===== config.mk =====
export PLATFORM = sky130hd
export DESIGN_NAME = nvsrs_host
export DESIGN_NICKNAME = d
export VERILOG_FILES = /design/src/nvsrs_pkg.sv /design/src/nvsrs_strobe.sv /design/src/nvsrs_host.sv
export SDC_FILE = /design/constraint.sdc
export NUM_CORES = 1
export LEC_CHECK = 0
export ABC_AREA = 1
export BUFFER_PORTS_ARGS = -buffer_cell sky130_fd_sc_hd__buf_2
export CAP_MARGIN = 5
export CORE_MARGIN = 3
export CORE_UTILIZATION = 45
export DETAILED_ROUTE_END_ITERATION = 8
export GPL_TIMING_DRIVEN = 0
export HOLD_SLACK_MARGIN = 0.03
export PLACE_DENSITY = 0.67
export SETUP_SLACK_MARGIN = 0.2
export SLEW_MARGIN = 20
export SYNTH_ARGS = -nofsm -noshare
export SYNTH_HDL_FRONTEND = slang
export SYNTH_SLANG_ARGS = --single-unit

===== constraint.sdc =====
create_clock -name clk -period 1.9 [get_ports clk]
set_clock_uncertainty 0.1 [all_clocks]
set_input_delay 0.38 -clock clk [delete_from_list [all_inputs] [get_ports clk]]
set_output_delay 0.38 -clock clk [all_outputs]
set_load 0.01 [all_outputs]

===== src/nvsrs_pkg.sv =====
// nvsrs_pkg: constants for the host-side nonvolatile save/restore sequencer
// assumes a 50 MHz system clock and an asynchronous byte-wide memory outside
package nvsrs_pkg;
  localparam int ADDR_W = 15;
  localparam int DATA_W = 8;
  localparam int MATCH_W = 14;
  localparam int CLK_MHZ = 50;
  localparam int CLK_NS = 1000 / CLK_MHZ;
  // --------------------------------------------------------------
  // sequence addresses
  // --------------------------------------------------------------
  localparam logic [13:0] SEQ_A1 = 14'h0e38;
  localparam logic [13:0] SEQ_A2 = 14'h31c7;
  localparam logic [13:0] SEQ_A3 = 14'h03e0;
  localparam logic [13:0] SEQ_A4 = 14'h3c1f;
  localparam logic [13:0] SEQ_A5 = 14'h303f;
  localparam logic [13:0] SEQ_SAVE = 14'h0fc0;
  localparam logic [13:0] SEQ_RESTORE = 14'h0c63;
  localparam logic [13:0] SEQ_TEST = 14'h339c;
  // --------------------------------------------------------------
  // timing
  // --------------------------------------------------------------
  localparam int CE_LOW_NS = 20;
  localparam int CE_LOW_CYC = (CE_LOW_NS + CLK_NS - 1) / CLK_NS;
  localparam int ACCESS_NS = 45;
  localparam int ACCESS_CYC = (ACCESS_NS + CLK_NS - 1) / CLK_NS;
  localparam int RECOVER_NS = 20;
  localparam int RECOVER_CYC = (RECOVER_NS + CLK_NS - 1) / CLK_NS;
  localparam int HIZ_NS = 600;
  localparam int HIZ_CYC = (HIZ_NS + CLK_NS - 1) / CLK_NS;
  localparam int SAVE_MS = 10;
  localparam int SAVE_CYC = SAVE_MS * 1000 * CLK_MHZ;
  localparam int RESTORE_US = 20;
  localparam int RESTORE_CYC = RESTORE_US * CLK_MHZ;
  localparam int POWERUP_COPY_US = 650;
  localparam int POWERUP_COPY_CYC = POWERUP_COPY_US * CLK_MHZ;
  localparam int WAIT_W = 20;
  typedef enum logic [1:0] {NVSRS_OP_READ, NVSRS_OP_WRITE,
    NVSRS_OP_SAVE, NVSRS_OP_RESTORE} nvsrs_op_t;
endpackage


===== src/nvsrs_strobe.sv =====
// nvsrs_strobe: one chip-enable-strobed memory cycle on the pins
// assumes registered pin outputs and a two-flop synchronised data input
`timescale 1ns/1ns
`default_nettype none
module nvsrs_strobe #(
  parameter int LOW_CYC = nvsrs_pkg::ACCESS_CYC,
  parameter int GAP_CYC = nvsrs_pkg::RECOVER_CYC
) (
  input wire logic clk,
  input wire logic resetn,
  input wire logic start,
  input wire logic wr,
  input wire logic [nvsrs_pkg::ADDR_W-1:0] addr,
  input wire logic [nvsrs_pkg::DATA_W-1:0] wdata,
  input wire logic [nvsrs_pkg::DATA_W-1:0] din_sync,
  output logic busy,
  output logic done,
  output logic [nvsrs_pkg::DATA_W-1:0] rdata,
  output logic [nvsrs_pkg::ADDR_W-1:0] addr_bus,
  output logic ce_n,
  output logic we_n,
  output logic oe_n,
  output logic [nvsrs_pkg::DATA_W-1:0] data_o,
  output logic data_oe
);
  import nvsrs_pkg::*;
  typedef enum logic [1:0] {ST_IDLE, ST_LOW, ST_GAP} nvsrs_stb_t;
  nvsrs_stb_t st_q;
  logic [7:0] cnt_q;
  logic wr_q;

  initial begin
    if (LOW_CYC < CE_LOW_CYC + 2 || GAP_CYC < 1 || LOW_CYC > 200)
      $error("nvsrs_strobe: bad timing parameters");
  end

  // --------------------------------------------------------------
  // strobe sequencer
  // --------------------------------------------------------------
  always_ff @(posedge clk) begin
    if (!resetn) begin
      st_q <= ST_IDLE;
      cnt_q <= 8'h00;
      wr_q <= 1'b0;
      done <= 1'b0;
      busy <= 1'b0;
    end else begin
      done <= 1'b0;
      unique case (st_q)
        ST_IDLE: begin
          if (start) begin
            st_q <= ST_LOW;
            busy <= 1'b1;
            wr_q <= wr;
            cnt_q <= 8'(LOW_CYC);
          end
        end
        ST_LOW: begin
          cnt_q <= cnt_q - 8'h01;
          if (cnt_q == 8'h01) begin
            st_q <= ST_GAP;
            cnt_q <= 8'(GAP_CYC);
          end
        end
        ST_GAP: begin
          cnt_q <= cnt_q - 8'h01;
          if (cnt_q == 8'h01) begin
            st_q <= ST_IDLE;
            busy <= 1'b0;
            done <= 1'b1;
          end
        end
      endcase
    end
  end

  // --------------------------------------------------------------
  // pins: address set with the falling strobe, held past its rise
  // --------------------------------------------------------------
  always_ff @(posedge clk) begin
    if (!resetn) begin
      addr_bus <= '0;
      ce_n <= 1'b1;
      we_n <= 1'b1;
      oe_n <= 1'b1;
      data_o <= '0;
      data_oe <= 1'b0;
    end else if (st_q == ST_IDLE && start) begin
      addr_bus <= addr;
      data_o <= wdata;
      ce_n <= 1'b0;
      we_n <= !wr;
      oe_n <= wr;
      data_oe <= wr;
    end else if (st_q == ST_LOW && cnt_q == 8'h01) begin
      ce_n <= 1'b1;
      we_n <= 1'b1;
      oe_n <= 1'b1;
    end else if (st_q == ST_GAP && cnt_q == 8'h01) begin
      data_oe <= 1'b0;
    end
  end

  // sample the read byte before the strobe rises
  always_ff @(posedge clk) begin
    if (!resetn) begin
      rdata <= '0;
    end else if (st_q == ST_LOW && cnt_q == 8'h01 && !wr_q) begin
      rdata <= din_sync;
    end
  end

  ce_width_a: assert property (@(posedge clk) disable iff (!resetn)
    $fell(ce_n) |=> !ce_n [*2]) else $error("strobe low too short");
  addr_hold_a: assert property (@(posedge clk) disable iff (!resetn)
    !ce_n |=> $stable(addr_bus) || $rose(ce_n))
    else $error("address moved under strobe");
endmodule
`default_nettype wire


===== src/nvsrs_host.sv =====
// nvsrs_host: host controller issuing reads, writes, saves and restores
// assumes a byte-wide nonvolatile SRAM on the pins and a same-clock user
//
// Notes on behaviour
// host issues five fixed prefix reads in order before the selecting sixth.
// sixth address 0fc0 starts a save, 0c63 starts a restore.
// write strobe stays high through all six sequence reads.
// device matches only address bits 13..0; bit 14 is don't care.
// each step is a chip-enable-strobed read cycle.
// device accepts the sequence with output enable high or low.
// a started transfer runs alone; the host leaves the pins idle.
// device floats data within 600 ns after the sixth strobe.
// a save finishes within 10 ms; host waits that long.
// a software restore finishes within 20 us; host waits that long.
// device refuses saves while supply is below the trip level.
// power-up restore finishes within 650 us of the supply crossing.
// repeated strobes to one address count as separate cycles.
// a strobe low pulse of at least 20 ns registers a step.
// host never issues the reserved test sequence ending 339c.
// address set by the falling strobe, held until it rises.
// device floats data when write is low at strobe fall.
// during a transfer normal reads and writes are disabled.
// any other access mid-sequence aborts it.
// restore clears the SRAM then copies nonvolatile data in.
// save erases nonvolatile data then programs it from SRAM.
// a mismatching read returns the matcher to idle or step two.
// the five prefix reads return the stored byte at each address.
`timescale 1ns/1ns
`default_nettype none
module nvsrs_host #(
  parameter int SAVE_WAIT = nvsrs_pkg::SAVE_CYC,
  parameter int RESTORE_WAIT = nvsrs_pkg::RESTORE_CYC,
  parameter int POWERUP_WAIT = nvsrs_pkg::POWERUP_COPY_CYC
) (
  input wire logic clk,
  input wire logic resetn,
  input wire logic req_valid,
  input wire nvsrs_pkg::nvsrs_op_t req_op,
  input wire logic [nvsrs_pkg::ADDR_W-1:0] req_addr,
  input wire logic [nvsrs_pkg::DATA_W-1:0] req_wdata,
  input wire logic supply_ok,
  output logic req_ready,
  output logic resp_valid,
  output logic resp_refused,
  output logic [nvsrs_pkg::DATA_W-1:0] resp_rdata,
  output logic [nvsrs_pkg::ADDR_W-1:0] addr_bus,
  output logic ce_n,
  output logic we_n,
  output logic oe_n,
  input wire logic [nvsrs_pkg::DATA_W-1:0] data_i,
  output logic [nvsrs_pkg::DATA_W-1:0] data_o,
  output logic data_oe
);
  import nvsrs_pkg::*;

  typedef enum logic [2:0] {
    HS_POWERUP, HS_IDLE, HS_CYCLE, HS_SEQ, HS_WAIT
  } nvsrs_state_t;

  nvsrs_state_t st_q;
  logic [WAIT_W-1:0] wait_q;
  logic [2:0] step_q;
  nvsrs_op_t op_q;
  logic [ADDR_W-1:0] addr_q;
  logic [DATA_W-1:0] wdata_q;
  logic [DATA_W-1:0] din_meta_q;
  logic [DATA_W-1:0] din_sync_q;
  logic sup_meta_q;
  logic sup_sync_q;
  logic stb_start_q;
  logic stb_busy;
  logic stb_done;
  logic [DATA_W-1:0] stb_rdata;
  logic [ADDR_W-1:0] seq_addr;
  logic seq_wr;

  initial begin
    if (SAVE_WAIT < 2 || RESTORE_WAIT < 2 || POWERUP_WAIT < 2 ||
        SAVE_WAIT >= (1 << WAIT_W) || POWERUP_WAIT >= (1 << WAIT_W) ||
        RESTORE_WAIT >= (1 << WAIT_W))
      $error("nvsrs_host: wait count out of range");
  end

  // ----------------------------------------------------------------
  // pin input synchronisers
  // ----------------------------------------------------------------
  always_ff @(posedge clk) begin
    if (!resetn) begin
      din_meta_q <= '0;
      din_sync_q <= '0;
      sup_meta_q <= 1'b0;
      sup_sync_q <= 1'b0;
    end else begin
      din_meta_q <= data_i;
      din_sync_q <= din_meta_q;
      sup_meta_q <= supply_ok;
      sup_sync_q <= sup_meta_q;
    end
  end

  // ----------------------------------------------------------------
  // step address: prefix, then selector; bit 14 left zero
  // ----------------------------------------------------------------
  always_comb begin
    seq_addr = '0;
    seq_wr = 1'b0;
    unique case (step_q)
      3'h0: seq_addr = {1'b0, SEQ_A1};
      3'h1: seq_addr = {1'b0, SEQ_A2};
      3'h2: seq_addr = {1'b0, SEQ_A3};
      3'h3: seq_addr = {1'b0, SEQ_A4};
      3'h4: seq_addr = {1'b0, SEQ_A5};
      default: seq_addr = (op_q == NVSRS_OP_SAVE) ?
        {1'b0, SEQ_SAVE} : {1'b0, SEQ_RESTORE};
    endcase
    if (st_q == HS_CYCLE) begin
      seq_addr = addr_q;
      seq_wr = (op_q == NVSRS_OP_WRITE);
    end
  end

  // ----------------------------------------------------------------
  // main controller
  // ----------------------------------------------------------------
  always_ff @(posedge clk) begin
    if (!resetn) begin
      st_q <= HS_POWERUP;
      wait_q <= WAIT_W'(POWERUP_WAIT);
      step_q <= 3'h0;
      op_q <= NVSRS_OP_READ;
      addr_q <= '0;
      wdata_q <= '0;
      stb_start_q <= 1'b0;
      req_ready <= 1'b0;
      resp_valid <= 1'b0;
      resp_refused <= 1'b0;
      resp_rdata <= '0;
    end else begin
      stb_start_q <= 1'b0;
      resp_valid <= 1'b0;
      resp_refused <= 1'b0;
      unique case (st_q)
        HS_POWERUP: begin
          if (!sup_sync_q) begin
            wait_q <= WAIT_W'(POWERUP_WAIT);
          end else if (wait_q == WAIT_W'(1)) begin
            st_q <= HS_IDLE;
            req_ready <= 1'b1;
          end else begin
            wait_q <= wait_q - WAIT_W'(1);
          end
        end
        HS_IDLE: begin
          if (req_valid) begin
            req_ready <= 1'b0;
            op_q <= req_op;
            addr_q <= req_addr;
            wdata_q <= req_wdata;
            step_q <= 3'h0;
            if (req_op == NVSRS_OP_SAVE && !sup_sync_q) begin
              req_ready <= 1'b1;
              resp_valid <= 1'b1;
              resp_refused <= 1'b1;
            end else begin
              st_q <= (req_op == NVSRS_OP_READ ||
                req_op == NVSRS_OP_WRITE) ? HS_CYCLE : HS_SEQ;
              stb_start_q <= 1'b1;
            end
          end
        end
        HS_CYCLE: begin
          if (stb_done) begin
            st_q <= HS_IDLE;
            req_ready <= 1'b1;
            resp_valid <= 1'b1;
            resp_rdata <= stb_rdata;
          end
        end
        HS_SEQ: begin
          if (stb_done) begin
            if (step_q == 3'h5) begin
              st_q <= HS_WAIT;
              wait_q <= (op_q == NVSRS_OP_SAVE) ?
                WAIT_W'(SAVE_WAIT) : WAIT_W'(RESTORE_WAIT);
            end else begin
              step_q <= step_q + 3'h1;
              stb_start_q <= 1'b1;
            end
          end
        end
        HS_WAIT: begin
          if (!sup_sync_q && op_q == NVSRS_OP_SAVE) begin
            st_q <= HS_POWERUP;
            wait_q <= WAIT_W'(POWERUP_WAIT);
            resp_valid <= 1'b1;
            resp_refused <= 1'b1;
          end else if (wait_q == WAIT_W'(1)) begin
            st_q <= HS_IDLE;
            req_ready <= 1'b1;
            resp_valid <= 1'b1;
          end else begin
            wait_q <= wait_q - WAIT_W'(1);
          end
        end
      endcase
    end
  end

  nvsrs_strobe u_strobe (
    .clk(clk),
    .resetn(resetn),
    .start(stb_start_q),
    .wr(seq_wr),
    .addr(seq_addr),
    .wdata(wdata_q),
    .din_sync(din_sync_q),
    .busy(stb_busy),
    .done(stb_done),
    .rdata(stb_rdata),
    .addr_bus(addr_bus),
    .ce_n(ce_n),
    .we_n(we_n),
    .oe_n(oe_n),
    .data_o(data_o),
    .data_oe(data_oe)
  );

  // ----------------------------------------------------------------
  // checks
  // ----------------------------------------------------------------
  seq_no_write_a: assert property (@(posedge clk) disable iff (!resetn)
    st_q == HS_SEQ |-> we_n) else $error("write during sequence");
  wait_pins_idle_a: assert property (@(posedge clk) disable iff (!resetn)
    st_q == HS_WAIT |-> ce_n && !data_oe)
    else $error("pins active during transfer");
  save_refused_a: assert property (@(posedge clk) disable iff (!resetn)
    st_q == HS_IDLE && req_valid && req_op == NVSRS_OP_SAVE && !sup_sync_q
    |=> resp_refused && st_q == HS_IDLE)
    else $error("save not refused at low supply");
  seq_addr_ok_a: assert property (@(posedge clk) disable iff (!resetn)
    st_q == HS_SEQ && step_q == 3'h0 && $fell(ce_n) |->
    addr_bus[13:0] == SEQ_A1) else $error("bad first address");
  no_test_seq_a: assert property (@(posedge clk) disable iff (!resetn)
    st_q == HS_SEQ && $fell(ce_n) |-> addr_bus[13:0] != SEQ_TEST)
    else $error("test sequence issued");
  select_addr_a: assert property (@(posedge clk) disable iff (!resetn)
    st_q == HS_SEQ && step_q == 3'h5 && $fell(ce_n) |->
    addr_bus[13:0] == ((op_q == NVSRS_OP_SAVE) ? SEQ_SAVE : SEQ_RESTORE))
    else $error("bad selector address");
  powerup_hold_a: assert property (@(posedge clk) disable iff (!resetn)
    st_q == HS_POWERUP |-> ce_n && !req_ready)
    else $error("access before power-up copy");
  wait_ready_a: assert property (@(posedge clk) disable iff (!resetn)
    st_q == HS_WAIT |-> !req_ready) else $error("ready mid transfer");
  strobe_idle_a: assert property (@(posedge clk) disable iff (!resetn)
    stb_start_q |-> !stb_busy) else $error("strobe restarted busy");

  save_cov: cover property (@(posedge clk) disable iff (!resetn)
    st_q == HS_WAIT && op_q == NVSRS_OP_SAVE && wait_q == WAIT_W'(1));
  restore_cov: cover property (@(posedge clk) disable iff (!resetn)
    st_q == HS_WAIT && op_q == NVSRS_OP_RESTORE && wait_q == WAIT_W'(1));
  read_cov: cover property (@(posedge clk) disable iff (!resetn)
    resp_valid && op_q == NVSRS_OP_READ);
  refuse_cov: cover property (@(posedge clk) disable iff (!resetn)
    resp_refused);
endmodule
`default_nettype wire


==> reports/summary.log <==
[yosys] Synthesis Warnings 0
[power_and_ir_drop] cell leakage power 3.44 nW
[critical_path] worst reg2reg setup slack 0.25 ns
[critical_path] sort of element at the end of the critical path register
[timing] total negative slack 0 ns
[finish] leading cell type in the layout, fill and taps excluded sky130_fd_sc_hd__nand2_1
[critical_path] crit path cell chain inv_2 -> ha_4 -> inv_1 -> or2_2 -> buf_6 -> nand2_4 -> nor2_1 -> nand2_1 -> nor2_1 -> xnor2_1 -> nor2_1
[cts] number of sinks handled by clock tree synthesis 128
[critical_path] end of the worst register-to-register path u_strobe.cnt_q[7]
[grt] Tot GR Track Use 21.5%
[critical_path] largest incremental delay on the critical path 0.33 ns
[yosys] flip-flop cell with the highest count after synthesis sky130_fd_sc_hd__dfxtp_1
[detailed_routing] first-pass iteration count of the detailed router 5
[hold_path] HP Start data_i[3]
[critical_path] number of buffer and inverter instances along the worst setup path 3
[grt] initial antenna violation count 0
[critical_path] Data arrival, critical path 1.86 ns
[yosys] cell types with the largest area share after synthesis sky130_fd_sc_hd__dfxtp_1 44%, sky130_fd_sc_hd__nand2_1 11%, sky130_fd_sc_hd__nor2_1 7.7%
[cts] Worst-Skew Late Latency 0.42 ns
[finish] share of final-layout standard cells stronger than drive strength 1 24.8%
[critical_path] startpoint kind of the worst setup timing path register
[power_and_ir_drop] largest vdd supply drop 887 uV
[timing] worst hold slack across all endpoints 0.0415 ns
[grt] GRT Residual Overflow 0
[grt] largest net degree at the start of global routing 17
[yosys] library cells used by synthesis 45
[timing] setup repair after global routing missed its margin yes
[cts] Inserted Clock Buffers 17
[power_and_ir_drop] Design Power 9.69 mW
[floorplan] std cell rows 41
[timing] min Tclk post-route 1.65 ns
[detailed_routing] DRC Markers 0
[detailed_routing] via density per instance 5.00
[cts] root buffer selected by CTS sky130_fd_sc_hd__clkbuf_16
[timing] Hold Vio Cnt, Final 0
[finish] area overhead of the layout relative to synthesis 28.4%
[timing] relative max-transition margin 56.1%
[timing] share of the cycle needed by the critical path after routing 87.1%
[critical_path] reg2reg start u_strobe.st_q[1]
[placement] RePlAce Congestion 0.914
[finish] commonest non-fill, non-tap cells in the layout 167 x sky130_fd_sc_hd__nand2_1, 112 x sky130_fd_sc_hd__dfxtp_1, 107 x sky130_fd_sc_hd__nor2_1
[finish] Util after Layout 59.4%
[yosys] net count of the mapped netlist 886
[job] max capacitance violation total 0
[floorplan] io pins 75
[critical_path] type of the worst setup path reg -> reg
[cts] Longest Clk Path Bufs 2
[yosys] share of async-settable or async-resettable flops after synthesis 0%
[finish] antenna fix cells 0
[floorplan] x dimension of the die 120 um
[critical_path] cell type with the highest occurrence count on the critical path sky130_fd_sc_hd__nor2_1
[floorplan] Die ar. 0.0145 mm2
[yosys] Synth top area share 43.6%
[critical_path] worst-path fanout max 7
[power_and_ir_drop] power per cell area 1280 mW/mm2
[cts] Clk pin slew, worst setup/hold paths 0.06 ns
[placement] worst slack at placement -0.0133 ns
[hold_path] hold path cells 3
[detailed_routing] post-route antenna net violation count 0
[grt] wire length of the first global-routing pass 24800 um
[grt] via count of the first global-routing pass 5118
[cts] H-tree level count 4
[timing] Max Transition Viols Final 0
[floorplan] Starting Density 46.2%
[timing] setup violation total in the final timing report 0
[critical_path] library cell contributing the largest single delay on the critical path sky130_fd_sc_hd__dfxtp_2
[placement] post-DP HPWL 10800 um
[placement] number of input and output port buffers inserted 73
[floorplan] die height 120 um
[critical_path] data required time at the worst endpoint 2.11 ns
[yosys] synthesized instance count 837
[finish] number of nets in the layout 1005
[outcome] result of the run completed
[timing] transition time at the pin with the least slew margin 0.658 ns
[yosys] Syn Std Cell Area 0.00588 mm2
[detailed_routing] number of vias after detailed routing 5701
[yosys] cell taking the most area after synthesis sky130_fd_sc_hd__dfxtp_1
[yosys] portion of the post-synthesis area used by sequential elements 43.6%
[timing] Final Worst Setup Slack 0.245 ns
[detailed_routing] First DRT Iteration DRCs 514
[critical_path] Crit path max-delay family simple AND/OR/NAND/NOR gates
[hold_path] worst min-delay path endpoint din_meta_q[3]
[detailed_routing] final WL 15800 um
[finish] number of fill cells in the layout 1229
[timing] timing-limited maximum frequency 604 MHz
[hold_path] worst hold-check path type in -> reg
[yosys] post-synthesis sequential element count 128
[floorplan] core region area 0.0127 mm2
[yosys] synthesized area per cell 7.03 um2
[yosys] number of enable-type register cells in the synthesized netlist 0
[critical_path] number of cells on the worst reg-to-reg path 11
[cts] clock tree from TritonCTS done
[detailed_routing] wire per inst 13.9 um
worst reg2reg max path: stages (launching register included):
cell and delay [ns]:
sky130_fd_sc_hd__dfxtp_2 0.33, sky130_fd_sc_hd__inv_2 0.08, sky130_fd_sc_hd__ha_4 0.13, sky130_fd_sc_hd__inv_1 0.03, sky130_fd_sc_hd__or2_2 0.27, sky130_fd_sc_hd__buf_6 0.14
sky130_fd_sc_hd__nand2_4 0.07, sky130_fd_sc_hd__nor2_1 0.04, sky130_fd_sc_hd__nand2_1 0.09, sky130_fd_sc_hd__nor2_1 0.06, sky130_fd_sc_hd__xnor2_1 0.14, sky130_fd_sc_hd__nor2_1 0.06
layer usage:
layer / global-route usage [%] / share of wire [%]
met5: 0 / 0
met4: 7.51 / 2.6
met3: 6.03 / 6.1
met2: 34.7 / 46
met1: 27.7 / 45
cell usage after synthesis (5+ instances only):
master and instances:
sky130_fd_sc_hd__nor3_1 11, sky130_fd_sc_hd__inv_1 85, sky130_fd_sc_hd__a21oi_1 64, sky130_fd_sc_hd__nand4_1 6, sky130_fd_sc_hd__nor2_1 121, sky130_fd_sc_hd__nand2_2 10, sky130_fd_sc_hd__nand2_1 179, sky130_fd_sc_hd__o21ai_0 65
sky130_fd_sc_hd__clkbuf_1 19, sky130_fd_sc_hd__ha_1 12, sky130_fd_sc_hd__a31oi_1 5, sky130_fd_sc_hd__nand3_1 63, sky130_fd_sc_hd__inv_2 5, sky130_fd_sc_hd__dfxtp_1 128, sky130_fd_sc_hd__nor2_2 8
per-stage QoR:
stage	std cells	area, um2
after floorplan	837	5880
after global routing	1140	7550
after global placement	1082	6460
after CTS	1118	7180
after detailed placement	1082	6460
final	1140	7550
worst max-delay path by stage:
stage | from | to | cells after the start
2_1_floorplan | u_strobe.st_q[0] | u_strobe.cnt_q[7] | 11
3_3_place_gp | u_strobe.st_q[0] | u_strobe.addr_bus[14] | 7
3_5_place_dp | u_strobe.st_q[0] | u_strobe.addr_bus[14] | 7
4_1_cts | st_q[1] | u_strobe.we_n | 6
5_1_grt | step_q[0] | u_strobe.addr_bus[8] | 7
6_report | u_strobe.st_q[1] | u_strobe.cnt_q[7] | 11
what timing repair did:
action | 4_1_cts | 5_1_grt
gates cloned | 0 | 2
hold buffers | 5 | 0
setup buffers | 0 | 20
resized for setup | 29 | 66
setup endpoints to repair | 67 | 98
pin swaps | 1 | 20
endpoints found under the hold margin | 5 | 0
area by class of cell:
cell class	count	area (um2)	area share [%]
timing repair buffer	100	608	8.05
clock inverter	11	129	1.71
clock buffer	20	467	6.18
tap	172	215	2.85
sequential	128	2590	34.3
buffer	31	175	2.32
multi-input combinational	584	3000	39.8
inverter	94	367	4.86
state kept, by name, summed over array words and instances, names as in the netlist, 2 cells and up:
signal,cells
step_q,3
din_meta_q,8
u_strobe.st_q,2
wait_q,20
resp_rdata,8
din_sync_q,8
op_q,2
wdata_q,8
u_strobe.addr_bus,15
u_strobe.cnt_q,8
addr_q,15
u_strobe.data_o,8
u_strobe.rdata,8
st_q,3
where the power goes:
part | switching (mW) | leakage [nW] | internal [mW]
sequential | 0.372 | 1.05 | 3.12
clock | 1.23 | 0.289 | 2.04
combinational | 1.78 | 2.10 | 1.15
cell families after synthesis:
| group | synth area share (%) |
|---|---|
| compound gates | 14.1 |
| xor+xnor | 0.745 |
| fa+ha+maj | 2.55 |
| buf+inv | 8.68 |
| flops | 43.6 |
| simple gates | 30.4 |
Power figures use the tool's default switching activity.
